`src/inc/agcc_pkg.sv`:
```
// Shared constants and types for the gain and cathode configuration bank.
package agcc_pkg;

  // Register indices; the byte address on the bus is four times the index.
  localparam logic [7:0] IDX_LEGACY_CFG = 8'h3c;
  localparam logic [7:0] IDX_SLOTA_CFG = 8'h42;
  localparam logic [7:0] IDX_SLOTB_CFG = 8'h44;
  localparam logic [7:0] IDX_CATH_CFG = 8'h54;
  localparam logic [7:0] IDX_GAIN_SEL = 8'h55;
  localparam logic [7:0] IDX_STATUS = 8'h60;

  // Reset values.
  localparam logic [15:0] RST_LEGACY_CFG = 16'h3006;
  localparam logic [15:0] RST_SLOTA_CFG = 16'h1c30;
  localparam logic [15:0] RST_SLOTB_CFG = 16'h1c30;
  localparam logic [15:0] RST_CATH_CFG = 16'h0020;
  localparam logic [15:0] RST_GAIN_SEL = 16'h0000;

  // Field positions.
  localparam int POS_LEGACY_CATH = 9;
  localparam int POS_IND_EN = 6;
  localparam int POS_COMMON_GAIN = 0;
  localparam int POS_SLEEP_CATH = 12;
  localparam int POS_SLOTB_CATH = 10;
  localparam int POS_SLOTA_CATH = 8;
  localparam int POS_CATH_SEL = 7;
  localparam int POS_B_CH4 = 10;
  localparam int POS_B_CH3 = 8;
  localparam int POS_B_CH2 = 6;
  localparam int POS_A_CH4 = 4;
  localparam int POS_A_CH3 = 2;
  localparam int POS_A_CH2 = 0;

  // Operating state of the front end, one-hot.
  typedef enum logic [2:0] {
    OPST_SLEEP = 3'h1,
    OPST_SLOTA = 3'h2,
    OPST_SLOTB = 3'h4
  } agcc_opst_e;

  // Bus handshake states.
  typedef enum logic [1:0] {
    BUS_IDLE = 2'h1,
    BUS_ACK = 2'h2
  } agcc_bus_e;

  // Transimpedance gain codes: 0 200k, 1 100k, 2 50k, 3 25k ohm.
  typedef logic [1:0] agcc_gain_t;

  typedef struct packed {
    agcc_gain_t ch4;
    agcc_gain_t ch3;
    agcc_gain_t ch2;
    agcc_gain_t ch1;
  } agcc_gain_s;

  typedef struct packed {
    logic use_fields;
    logic legacy_bias;
    logic [1:0] code;
  } agcc_cath_s;

endpackage

```
`src/core/agcc_top.sv`:
```
// Gain and cathode configuration register bank with Avalon-MM slave.
`timescale 1ns/1ps
`default_nettype none

module agcc_top (
  // Clock and reset.
  input wire logic CORE_CLK,
  input wire logic ARST_N,
  // Avalon-MM slave.
  input wire logic [9:0] AVS_ADDRESS,
  input wire logic AVS_READ,
  input wire logic AVS_WRITE,
  input wire logic [3:0] AVS_BYTEENABLE,
  input wire logic [31:0] AVS_WRITEDATA,
  output logic [31:0] AVS_READDATA,
  output logic AVS_WAITREQUEST,
  // Operating state of the front end.
  input wire agcc_pkg::agcc_opst_e OP_STATE,
  // Effective settings.
  output agcc_pkg::agcc_cath_s CATH_OUT,
  output agcc_pkg::agcc_gain_s SLOTA_GAIN,
  output agcc_pkg::agcc_gain_s SLOTB_GAIN
);

  ////////////////////////////////////////////////////////////////////////////
  // Reset release.

  logic rst_meta_q;
  logic rst_sync_q;
  logic rst_n;

  always_ff @(posedge CORE_CLK or negedge ARST_N) begin
    if (!ARST_N) begin
      rst_meta_q <= 1'b0;
      rst_sync_q <= 1'b0;
    end else begin
      rst_meta_q <= 1'b1;
      rst_sync_q <= rst_meta_q;
    end
  end

  assign rst_n = rst_sync_q;

  ////////////////////////////////////////////////////////////////////////////
  // Bus handshake: waitrequest rests high and drops for one cycle per access.

  agcc_pkg::agcc_bus_e bus_q;
  logic req;
  logic take;
  logic word_ok;
  logic [7:0] idx;

  assign req = AVS_READ | AVS_WRITE;
  assign take = req && (bus_q == agcc_pkg::BUS_IDLE);
  assign word_ok = (AVS_ADDRESS[1:0] == 2'h0);
  assign idx = AVS_ADDRESS[9:2];

  always_ff @(posedge CORE_CLK or negedge rst_n) begin
    if (!rst_n) begin
      bus_q <= agcc_pkg::BUS_IDLE;
      AVS_WAITREQUEST <= 1'b1;
    end else begin
      unique case (bus_q)
        agcc_pkg::BUS_IDLE: begin
          if (req) begin
            bus_q <= agcc_pkg::BUS_ACK;
            AVS_WAITREQUEST <= 1'b0;
          end
        end
        agcc_pkg::BUS_ACK: begin
          bus_q <= agcc_pkg::BUS_IDLE;
          AVS_WAITREQUEST <= 1'b1;
        end
        default: begin
          bus_q <= agcc_pkg::BUS_IDLE;
          AVS_WAITREQUEST <= 1'b1;
        end
      endcase
    end
  end

  ////////////////////////////////////////////////////////////////////////////
  // Configuration registers.

  logic [15:0] legacy_cfg_q;
  logic [15:0] slota_cfg_q;
  logic [15:0] slotb_cfg_q;
  logic [15:0] cath_cfg_q;
  logic [15:0] gain_sel_q;
  logic wr;

  // A write lands only at the edge where waitrequest is low, when the master sees the access complete.
  assign wr = (bus_q == agcc_pkg::BUS_ACK) && AVS_WRITE && word_ok;

  function automatic logic [15:0] merge(input logic [15:0] old, input logic [1:0] be, input logic [15:0] wd);
    logic [15:0] res;
    res = old;
    if (be[0]) begin
      res[7:0] = wd[7:0];
    end
    if (be[1]) begin
      res[15:8] = wd[15:8];
    end
    return res;
  endfunction

  always_ff @(posedge CORE_CLK or negedge rst_n) begin
    if (!rst_n) begin
      legacy_cfg_q <= agcc_pkg::RST_LEGACY_CFG;
      slota_cfg_q <= agcc_pkg::RST_SLOTA_CFG;
      slotb_cfg_q <= agcc_pkg::RST_SLOTB_CFG;
      cath_cfg_q <= agcc_pkg::RST_CATH_CFG;
      gain_sel_q <= agcc_pkg::RST_GAIN_SEL;
    end else if (wr) begin
      if (idx == agcc_pkg::IDX_LEGACY_CFG) begin
        legacy_cfg_q <= merge(legacy_cfg_q, AVS_BYTEENABLE[1:0], AVS_WRITEDATA[15:0]);
      end
      if (idx == agcc_pkg::IDX_SLOTA_CFG) begin
        slota_cfg_q <= merge(slota_cfg_q, AVS_BYTEENABLE[1:0], AVS_WRITEDATA[15:0]);
      end
      if (idx == agcc_pkg::IDX_SLOTB_CFG) begin
        slotb_cfg_q <= merge(slotb_cfg_q, AVS_BYTEENABLE[1:0], AVS_WRITEDATA[15:0]);
      end
      if (idx == agcc_pkg::IDX_CATH_CFG) begin
        cath_cfg_q <= merge(cath_cfg_q, AVS_BYTEENABLE[1:0], AVS_WRITEDATA[15:0]);
      end
      if (idx == agcc_pkg::IDX_GAIN_SEL) begin
        gain_sel_q <= merge(gain_sel_q, AVS_BYTEENABLE[1:0], AVS_WRITEDATA[15:0]);
      end
    end
  end

  ////////////////////////////////////////////////////////////////////////////
  // Effective cathode and gain settings.

  agcc_pkg::agcc_cath_s cath_d;
  agcc_pkg::agcc_gain_s gain_a_d;
  agcc_pkg::agcc_gain_s gain_b_d;
  logic cath_sel;
  logic a_ind;
  logic b_ind;
  agcc_pkg::agcc_gain_t a_common;
  agcc_pkg::agcc_gain_t b_common;

  assign cath_sel = cath_cfg_q[agcc_pkg::POS_CATH_SEL];
  assign a_ind = slota_cfg_q[agcc_pkg::POS_IND_EN];
  assign b_ind = slotb_cfg_q[agcc_pkg::POS_IND_EN];
  assign a_common = slota_cfg_q[agcc_pkg::POS_COMMON_GAIN +: 2];
  assign b_common = slotb_cfg_q[agcc_pkg::POS_COMMON_GAIN +: 2];

  always_comb begin
    cath_d.use_fields = cath_sel;
    // Legacy bit only counts while the field group is not selected.
    cath_d.legacy_bias = cath_sel ? 1'b0 : legacy_cfg_q[agcc_pkg::POS_LEGACY_CATH];
    cath_d.code = 2'h0;
    if (cath_sel) begin
      unique case (OP_STATE)
        agcc_pkg::OPST_SLEEP: cath_d.code = cath_cfg_q[agcc_pkg::POS_SLEEP_CATH +: 2];
        agcc_pkg::OPST_SLOTA: cath_d.code = cath_cfg_q[agcc_pkg::POS_SLOTA_CATH +: 2];
        agcc_pkg::OPST_SLOTB: cath_d.code = cath_cfg_q[agcc_pkg::POS_SLOTB_CATH +: 2];
        default: cath_d.code = cath_cfg_q[agcc_pkg::POS_SLEEP_CATH +: 2];
      endcase
    end
  end

  always_comb begin
    // Channel 1 always follows the slot field; others depend on the enable.
    gain_a_d.ch1 = a_common;
    gain_a_d.ch2 = a_common;
    gain_a_d.ch3 = a_common;
    gain_a_d.ch4 = a_common;
    if (a_ind) begin
      gain_a_d.ch4 = gain_sel_q[agcc_pkg::POS_A_CH4 +: 2];
      gain_a_d.ch3 = gain_sel_q[agcc_pkg::POS_A_CH3 +: 2];
      gain_a_d.ch2 = gain_sel_q[agcc_pkg::POS_A_CH2 +: 2];
    end
  end

  always_comb begin
    gain_b_d.ch1 = b_common;
    gain_b_d.ch2 = b_common;
    gain_b_d.ch3 = b_common;
    gain_b_d.ch4 = b_common;
    if (b_ind) begin
      gain_b_d.ch4 = gain_sel_q[agcc_pkg::POS_B_CH4 +: 2];
      gain_b_d.ch3 = gain_sel_q[agcc_pkg::POS_B_CH3 +: 2];
      gain_b_d.ch2 = gain_sel_q[agcc_pkg::POS_B_CH2 +: 2];
    end
  end

  always_ff @(posedge CORE_CLK or negedge rst_n) begin
    if (!rst_n) begin
      CATH_OUT <= '0;
      SLOTA_GAIN <= '0;
      SLOTB_GAIN <= '0;
    end else begin
      CATH_OUT <= cath_d;
      SLOTA_GAIN <= gain_a_d;
      SLOTB_GAIN <= gain_b_d;
    end
  end

  ////////////////////////////////////////////////////////////////////////////
  // Read data, captured in the cycle the access is taken.

  logic [15:0] rd_d;

  always_comb begin
    rd_d = 16'h0000;
    if (word_ok) begin
      if (idx == agcc_pkg::IDX_LEGACY_CFG) begin
        rd_d = legacy_cfg_q;
      end else if (idx == agcc_pkg::IDX_SLOTA_CFG) begin
        rd_d = slota_cfg_q;
      end else if (idx == agcc_pkg::IDX_SLOTB_CFG) begin
        rd_d = slotb_cfg_q;
      end else if (idx == agcc_pkg::IDX_CATH_CFG) begin
        rd_d = cath_cfg_q;
      end else if (idx == agcc_pkg::IDX_GAIN_SEL) begin
        rd_d = gain_sel_q;
      end else if (idx == agcc_pkg::IDX_STATUS) begin
        rd_d = {4'h0, CATH_OUT, SLOTB_GAIN.ch4, SLOTB_GAIN.ch3, SLOTA_GAIN.ch4, SLOTA_GAIN.ch3};
      end
    end
  end

  always_ff @(posedge CORE_CLK or negedge rst_n) begin
    if (!rst_n) begin
      AVS_READDATA <= 32'h0000_0000;
    end else if (take && AVS_READ) begin
      AVS_READDATA <= {16'h0000, rd_d};
    end
  end

endmodule

`default_nettype wire

```
`config.mk`:
```
export PLATFORM = sky130hd
export DESIGN_NAME = agcc_top
export DESIGN_NICKNAME = d
export VERILOG_FILES = /design/src/inc/agcc_pkg.sv /design/src/core/agcc_top.sv
export SDC_FILE = /design/constraint.sdc
export NUM_CORES = 1
export LEC_CHECK = 0
export BUFFER_PORTS_ARGS = -buffer_cell sky130_fd_sc_hd__buf_4
export CAP_MARGIN = 20
export CORE_AREA = 5 5 117 119
export CTS_BUF_LIST = sky130_fd_sc_hd__clkbuf_16
export DETAILED_ROUTE_END_ITERATION = 10
export DIE_AREA = 0 0 122 124
export GPL_ROUTABILITY_DRIVEN = 0
export PLACE_DENSITY = 0.73
export SLEW_MARGIN = 20
export SYNTH_ARGS = -nofsm -noshare
export SYNTH_HDL_FRONTEND = slang
export SYNTH_SLANG_ARGS = --single-unit
```
`constraint.sdc`:
```
create_clock -name CORE_CLK -period 4.78 [get_ports CORE_CLK]
set_clock_uncertainty 0.2 [all_clocks]
set_input_delay 0.478 -clock CORE_CLK [delete_from_list [all_inputs] [get_ports CORE_CLK]]
set_output_delay 0.478 -clock CORE_CLK [all_outputs]
set_load 0.05 [all_outputs]
```
=== After elaboration in Yosys (flattened, before gate mapping) ===
Cells that the tools add are included.

* Output and inout bits: 53
* Input bits: 53
* Logic and storage cells: 69
* Flip-flop bits (word level): 121

* Multiplexer cells: 16
* Reduce and logical (&&, ||, !) cells: 15
* Equal/unequal tests: 11
* Bitwise gates (word level): 1

{| class="wikitable"
|+ Operators by type and width
! cell !! number
|-
| 16-bit two-way mux || 6
|-
| 8-bit by 7-bit == test with 1-bit output, second input constant || 5
|-
| 3-bit AND reduction || 10
|-
| 12-bit two-way mux || 1
|-
| 6-bit two-way mux || 2
|-
| 8-bit by 6-bit == test with 1-bit output, second input constant || 1
|-
| 2-bit two-way mux || 3
|-
| 1-bit logical AND || 4
|-
| 2-bit one-hot mux with 2 select lines || 1
|-
| 3-bit by 2-bit == test with 1-bit output, second input constant || 1
|-
| 3-bit == test, second input constant || 1
|-
| 1-bit two-way mux || 3
|-
| 2-bit by 1-bit == test with 1-bit output, second input constant || 1
|-
| 2-bit == test, second input constant || 1
|-
| 2-bit zero test || 1
|-
| 2-bit != test, second input constant || 1
|-
| 1-bit bitwise OR || 1
|}

=== Depth between registers and ports, before layout ===
* Depth after elaboration: 8
* Gate-level depth with buffers: 7

=== Worst setup path after synthesis ===
Ideal clock, no wire load.

* Path kind: input to register
* Start point: input port AVS_ADDRESS[7]
* End point: register gain_sel_q[0]
* Required time: 4.455 ns
* Path buffers: 1
* Library setup time: 0.125 ns
* Arrival: 2.041 ns
* Path slack: 2.414 ns
* Cell stages on the path: 5
* Cells stage by stage: or3b_4 > or3_1 > buf_6 > nor3_4 > mux2_2

* Longest elaborated chain between the ends: 2

{| class="wikitable"
|+ RTL lines
! element !! line !! source
|-
| start: declaration || agcc_top.sv:10 || <nowiki>input wire logic [9:0] AVS_ADDRESS,</nowiki>
|-
| 8-bit by 7-bit == test with 1-bit output || agcc_top.sv:127 || <nowiki>if (idx == agcc_pkg::IDX_GAIN_SEL) begin</nowiki>
|-
| 3-bit AND reduction (no source line) || -- ||
|-
| end signal: assignment || agcc_top.sv:113 || <nowiki>gain_sel_q <= agcc_pkg::RST_GAIN_SEL;</nowiki>
|-
| end signal: assignment || agcc_top.sv:128 || <nowiki>gain_sel_q <= merge(gain_sel_q, AVS_BYTEENABLE[1:0], AVS_WRITEDATA[15:0]);</nowiki>
|-
| end: declaration || agcc_top.sv:89 || <nowiki>logic [15:0] gain_sel_q;</nowiki>
|}

No other way between the ends.
A chain may end at the register's enable or synchronous reset.

=== Final worst setup path ===
* Start point: input port AVS_ADDRESS[3]
* End point: register gain_sel_q[5]

Same word-level chain as after synthesis.

==> flow_summary.ini <==
[timing]
setup_tns_ns = 0
pnr_worst_setup_slack_ns = 1.80
hold_ws_ns = 0.0887
timing_worst_slew_pin_value_ns = 1.03
unrepaired_setup_endpoints_after_global_routing = no
slew_headroom = 0.314
finalCritPeriodShare = 0.623
max_freq_ghz = 0.336
setup_viol = 0
final_min_period_ns = 2.98
hold_viol_final = 0
timing.final.max_slew_violations = 0

[route]
post_drt_via_cell_ratio = 5.55
top_layer_used = met4
postRouteWirelength_mm = 14.1
drtIter0Drc = 262
drt_pass1_iterations = 4
drc_errors = 0
met2_wirelength_mm = 6.68
met3_wl_mm = 1.25
antenna_left = 0
detail_route.wl_per_cell_um = 19.6
dr_total_vias = 3993
wl_met1_mm = 6.05

[flow_run]
drv.max_cap_violation_count = 0

[yosys]
synthDominantCellAreaShare = 0.477
synth_cells = 462
synth_enable_flop_cells = 0
syn_avg_cell_area_um2 = 11.8
synth.yosys.warnings = 0
count_of_state_elements_after_synthesis = 120
synth_top_cell_by_area = sky130_fd_sc_hd__dfrtp_1
synthFlopType = sky130_fd_sc_hd__dfrtp_1
synthesis.area_um2 = 5450
sequential_fraction_of_the_synthesis_area = 0.554
synth_async_sr_flop_share = 1.00
yosys.cell_types.count = 41
synth_area_leaders = sky130_fd_sc_hd__dfrtp_1, sky130_fd_sc_hd__mux2_2, sky130_fd_sc_hd__dfstp_2

[layout]
final_net_count = 589
drive_above_1_share = 0.376
num_antenna_cells = 0
syn2layout_area_growth_pct = 21.0

[die]
dieWidth_um = 122
dieHeight_um = 124
start_util = 0.437
design.die.area_um2 = 15100
io_pins = 106
row_count = 41
total_core_area_um2 = 12500

[critical_path]
reg2regPathDepth = 5
worstSetupStartpointType = input pin
worst_r2r_src = bus_q[0]$_DFFE_PN1P_
arrival_ns = 3.07
crit_path_max_fanout = 20
r2r_end = AVS_READDATA[6]$_DFFE_PN0P_
path_class = input pin to flip-flop
cp-end-kind = flip-flop
worst-r2r-setup-slack_ns = 1.85
cp_data_required_time_ns = 4.87

[clock_tree]
ctsHtreeMaxLevel = 4
worstSkewPairLatency_ns = 0.41
cts.reportedPaths.clkPinSlew_ns = 0.05
cts_tree = built
cts-resized-gates = 0
clk_path_buf_depth = 2
postCtsSetupRepairBufs = 0
cts-buffers-inserted = 17
cts_num_sinks = 120
holdBufCountCts = 1
cts_root_buffer = sky130_fd_sc_hd__clkbuf_16

[min_path]
holdCritPathClass = input pin to flip-flop
hold-path-endpoint = CATH_OUT[0]$_DFF_PN0_
hold_depth = 2
hp-start = OP_STATE[1]

[outcome]
run_status = finished clean

[power_and_ir_drop]
power_per_cell_area_nw_per_um2 = 346
static-leakage-power_nw = 3.16
peakVddDrop_mv = 0.206
total_power_w = 0.00228

[global_routing]
grt_pass1_wl_mm = 22.6
antenna_violations_before_repair = 0
via_count_of_the_first_global_routing_pass = 4239
grt_start_max_net_pins = 68
globalRoute.totalOverflow = 0
grt_use_total = 0.199

[place]
place_ws_ns = 1.39
port_buffers = 71
dp_hpwl_mm = 9.22
routing by layer:
| metal | vias to the layer above | global-route usage |
|---|---|---|
| met2 | 168 | 0.312 |
| met5 | - | 0 |
| li1 | 1786 | - |
| met3 | 15 | 0.0550 |
| met1 | 2024 | 0.266 |
| met4 | 0 | 0.0714 |
worst max-delay path by stage:
| stage | slack, ns | end | cells after the start | from |
|---|---|---|---|---|
| after global placement | 1.40 | gain_sel_q[4]$_DFFE_PN0P_ | 5 | AVS_ADDRESS[3] |
| after global routing | 1.57 | AVS_READDATA[6]$_DFFE_PN0P_ | 5 | bus_q[0]$_DFFE_PN1P_ |
| after detailed placement | 1.39 | gain_sel_q[5]$_DFFE_PN0P_ | 5 | AVS_ADDRESS[3] |
| final | 1.80 | gain_sel_q[5]$_DFFE_PN0P_ | 5 | AVS_ADDRESS[3] |
| after floorplan | 1.02 | AVS_READDATA[0]$_DFFE_PN0P_ | 0 | rst_n$_DFF_PN0_ |
| after CTS | 1.51 | AVS_READDATA[6]$_DFFE_PN0P_ | 5 | bus_q[0]$_DFFE_PN1P_ |
cells in the final DEF, fill, tap and decap left out, types with 6 or more instances in the layout:
cell type,instances
sky130_fd_sc_hd__o21ai_0,46
sky130_fd_sc_hd__nand2_1,65
sky130_fd_sc_hd__nand2b_1,13
sky130_fd_sc_hd__conb_1,17
sky130_fd_sc_hd__buf_4,75
sky130_fd_sc_hd__clkinv_1,6
sky130_fd_sc_hd__nor2_2,6
sky130_fd_sc_hd__dfstp_2,16
sky130_fd_sc_hd__a221oi_1,8
sky130_fd_sc_hd__inv_1,7
sky130_fd_sc_hd__clkbuf_16,17
sky130_fd_sc_hd__o2bb2ai_1,16
sky130_fd_sc_hd__nor2_1,10
sky130_fd_sc_hd__mux2_2,80
sky130_fd_sc_hd__dfrtp_1,103
metrics by stage:
step | util | cell area, µm² | instances
2_1_floorplan | - | 5510 | 477
3_3_place_gp | 0.489 | 6100 | 688
3_5_place_dp | 0.489 | 6100 | 688
4_1_cts | 0.528 | 6590 | 720
5_1_grt | 0.529 | 6600 | 720
6_report | 0.529 | 6600 | 720
cells in the mapped netlist, types with 4 or more instances:
| cell | number |
|---|---|
| sky130_fd_sc_hd__dfrtp_1 | 104 |
| sky130_fd_sc_hd__nor2_1 | 10 |
| sky130_fd_sc_hd__or3_1 | 4 |
| sky130_fd_sc_hd__o21ai_0 | 46 |
| sky130_fd_sc_hd__a2bb2oi_1 | 4 |
| sky130_fd_sc_hd__nor3_4 | 4 |
| sky130_fd_sc_hd__a21oi_1 | 5 |
| sky130_fd_sc_hd__nor2_2 | 6 |
| sky130_fd_sc_hd__a211o_1 | 4 |
| sky130_fd_sc_hd__a221oi_1 | 8 |
| sky130_fd_sc_hd__clkbuf_1 | 15 |
| sky130_fd_sc_hd__nand2b_1 | 13 |
| sky130_fd_sc_hd__buf_4 | 16 |
| sky130_fd_sc_hd__nand2_1 | 65 |
| sky130_fd_sc_hd__o2bb2ai_1 | 16 |
| sky130_fd_sc_hd__mux2_2 | 80 |
| sky130_fd_sc_hd__dfstp_2 | 16 |
| sky130_fd_sc_hd__a211oi_1 | 5 |
| sky130_fd_sc_hd__a22o_1 | 5 |
flip-flops by register name, summed over array words and instances, names as in the netlist:
register,flops
AVS_READDATA,16
CATH_OUT,4
SLOTA_GAIN,8
SLOTB_GAIN,8
bus_q,2
cath_cfg_q,16
gain_sel_q,16
legacy_cfg_q,16
rst_meta_q,1
rst_n,1
slota_cfg_q,16
slotb_cfg_q,16
final cells by class:
| cell class | instances | area, µm² |
|---|---|---|
| Fill cell | 1067 | 5870 |
| Sequential cell | 120 | 3030 |
| Multi-Input combinational cell | 320 | 2300 |
| Timing Repair Buffer | 76 | 573 |
| Clock buffer | 17 | 425 |
| Tap cell | 172 | 215 |
| Clock inverter | 14 | 55.1 |
| Inverter | 1 | 3.75 |
worst max-delay path: stages:
cell                       delay (ns)
sky130_fd_sc_hd__buf_4           0.11
sky130_fd_sc_hd__nand2b_1        0.48
sky130_fd_sc_hd__or3_1           0.92
sky130_fd_sc_hd__nor3_4          0.66
sky130_fd_sc_hd__mux2_2          0.41
logic make-up (layout without fill, tap and decap cells):
group | count (synthesis) | in the layout | share of synthesized area
DFF | 120 | 120 | 0.554
and+or+nand+nor | 115 | 115 | 0.107
AOI/OAI and AO/OA | 108 | 108 | 0.133
muxes | 80 | 80 | 0.165
buffers and inverters | 37 | 108 | 0.0385
other | 2 | 17 | 0.00138
report_power, final:
group          internal [W]  switching, W
registers           0.00103     0.0000197
logic             0.0000513      0.000135
clock network      0.000630      0.000411
total               0.00172      0.000566
Note: power is estimated with default switching activity, not from simulation.
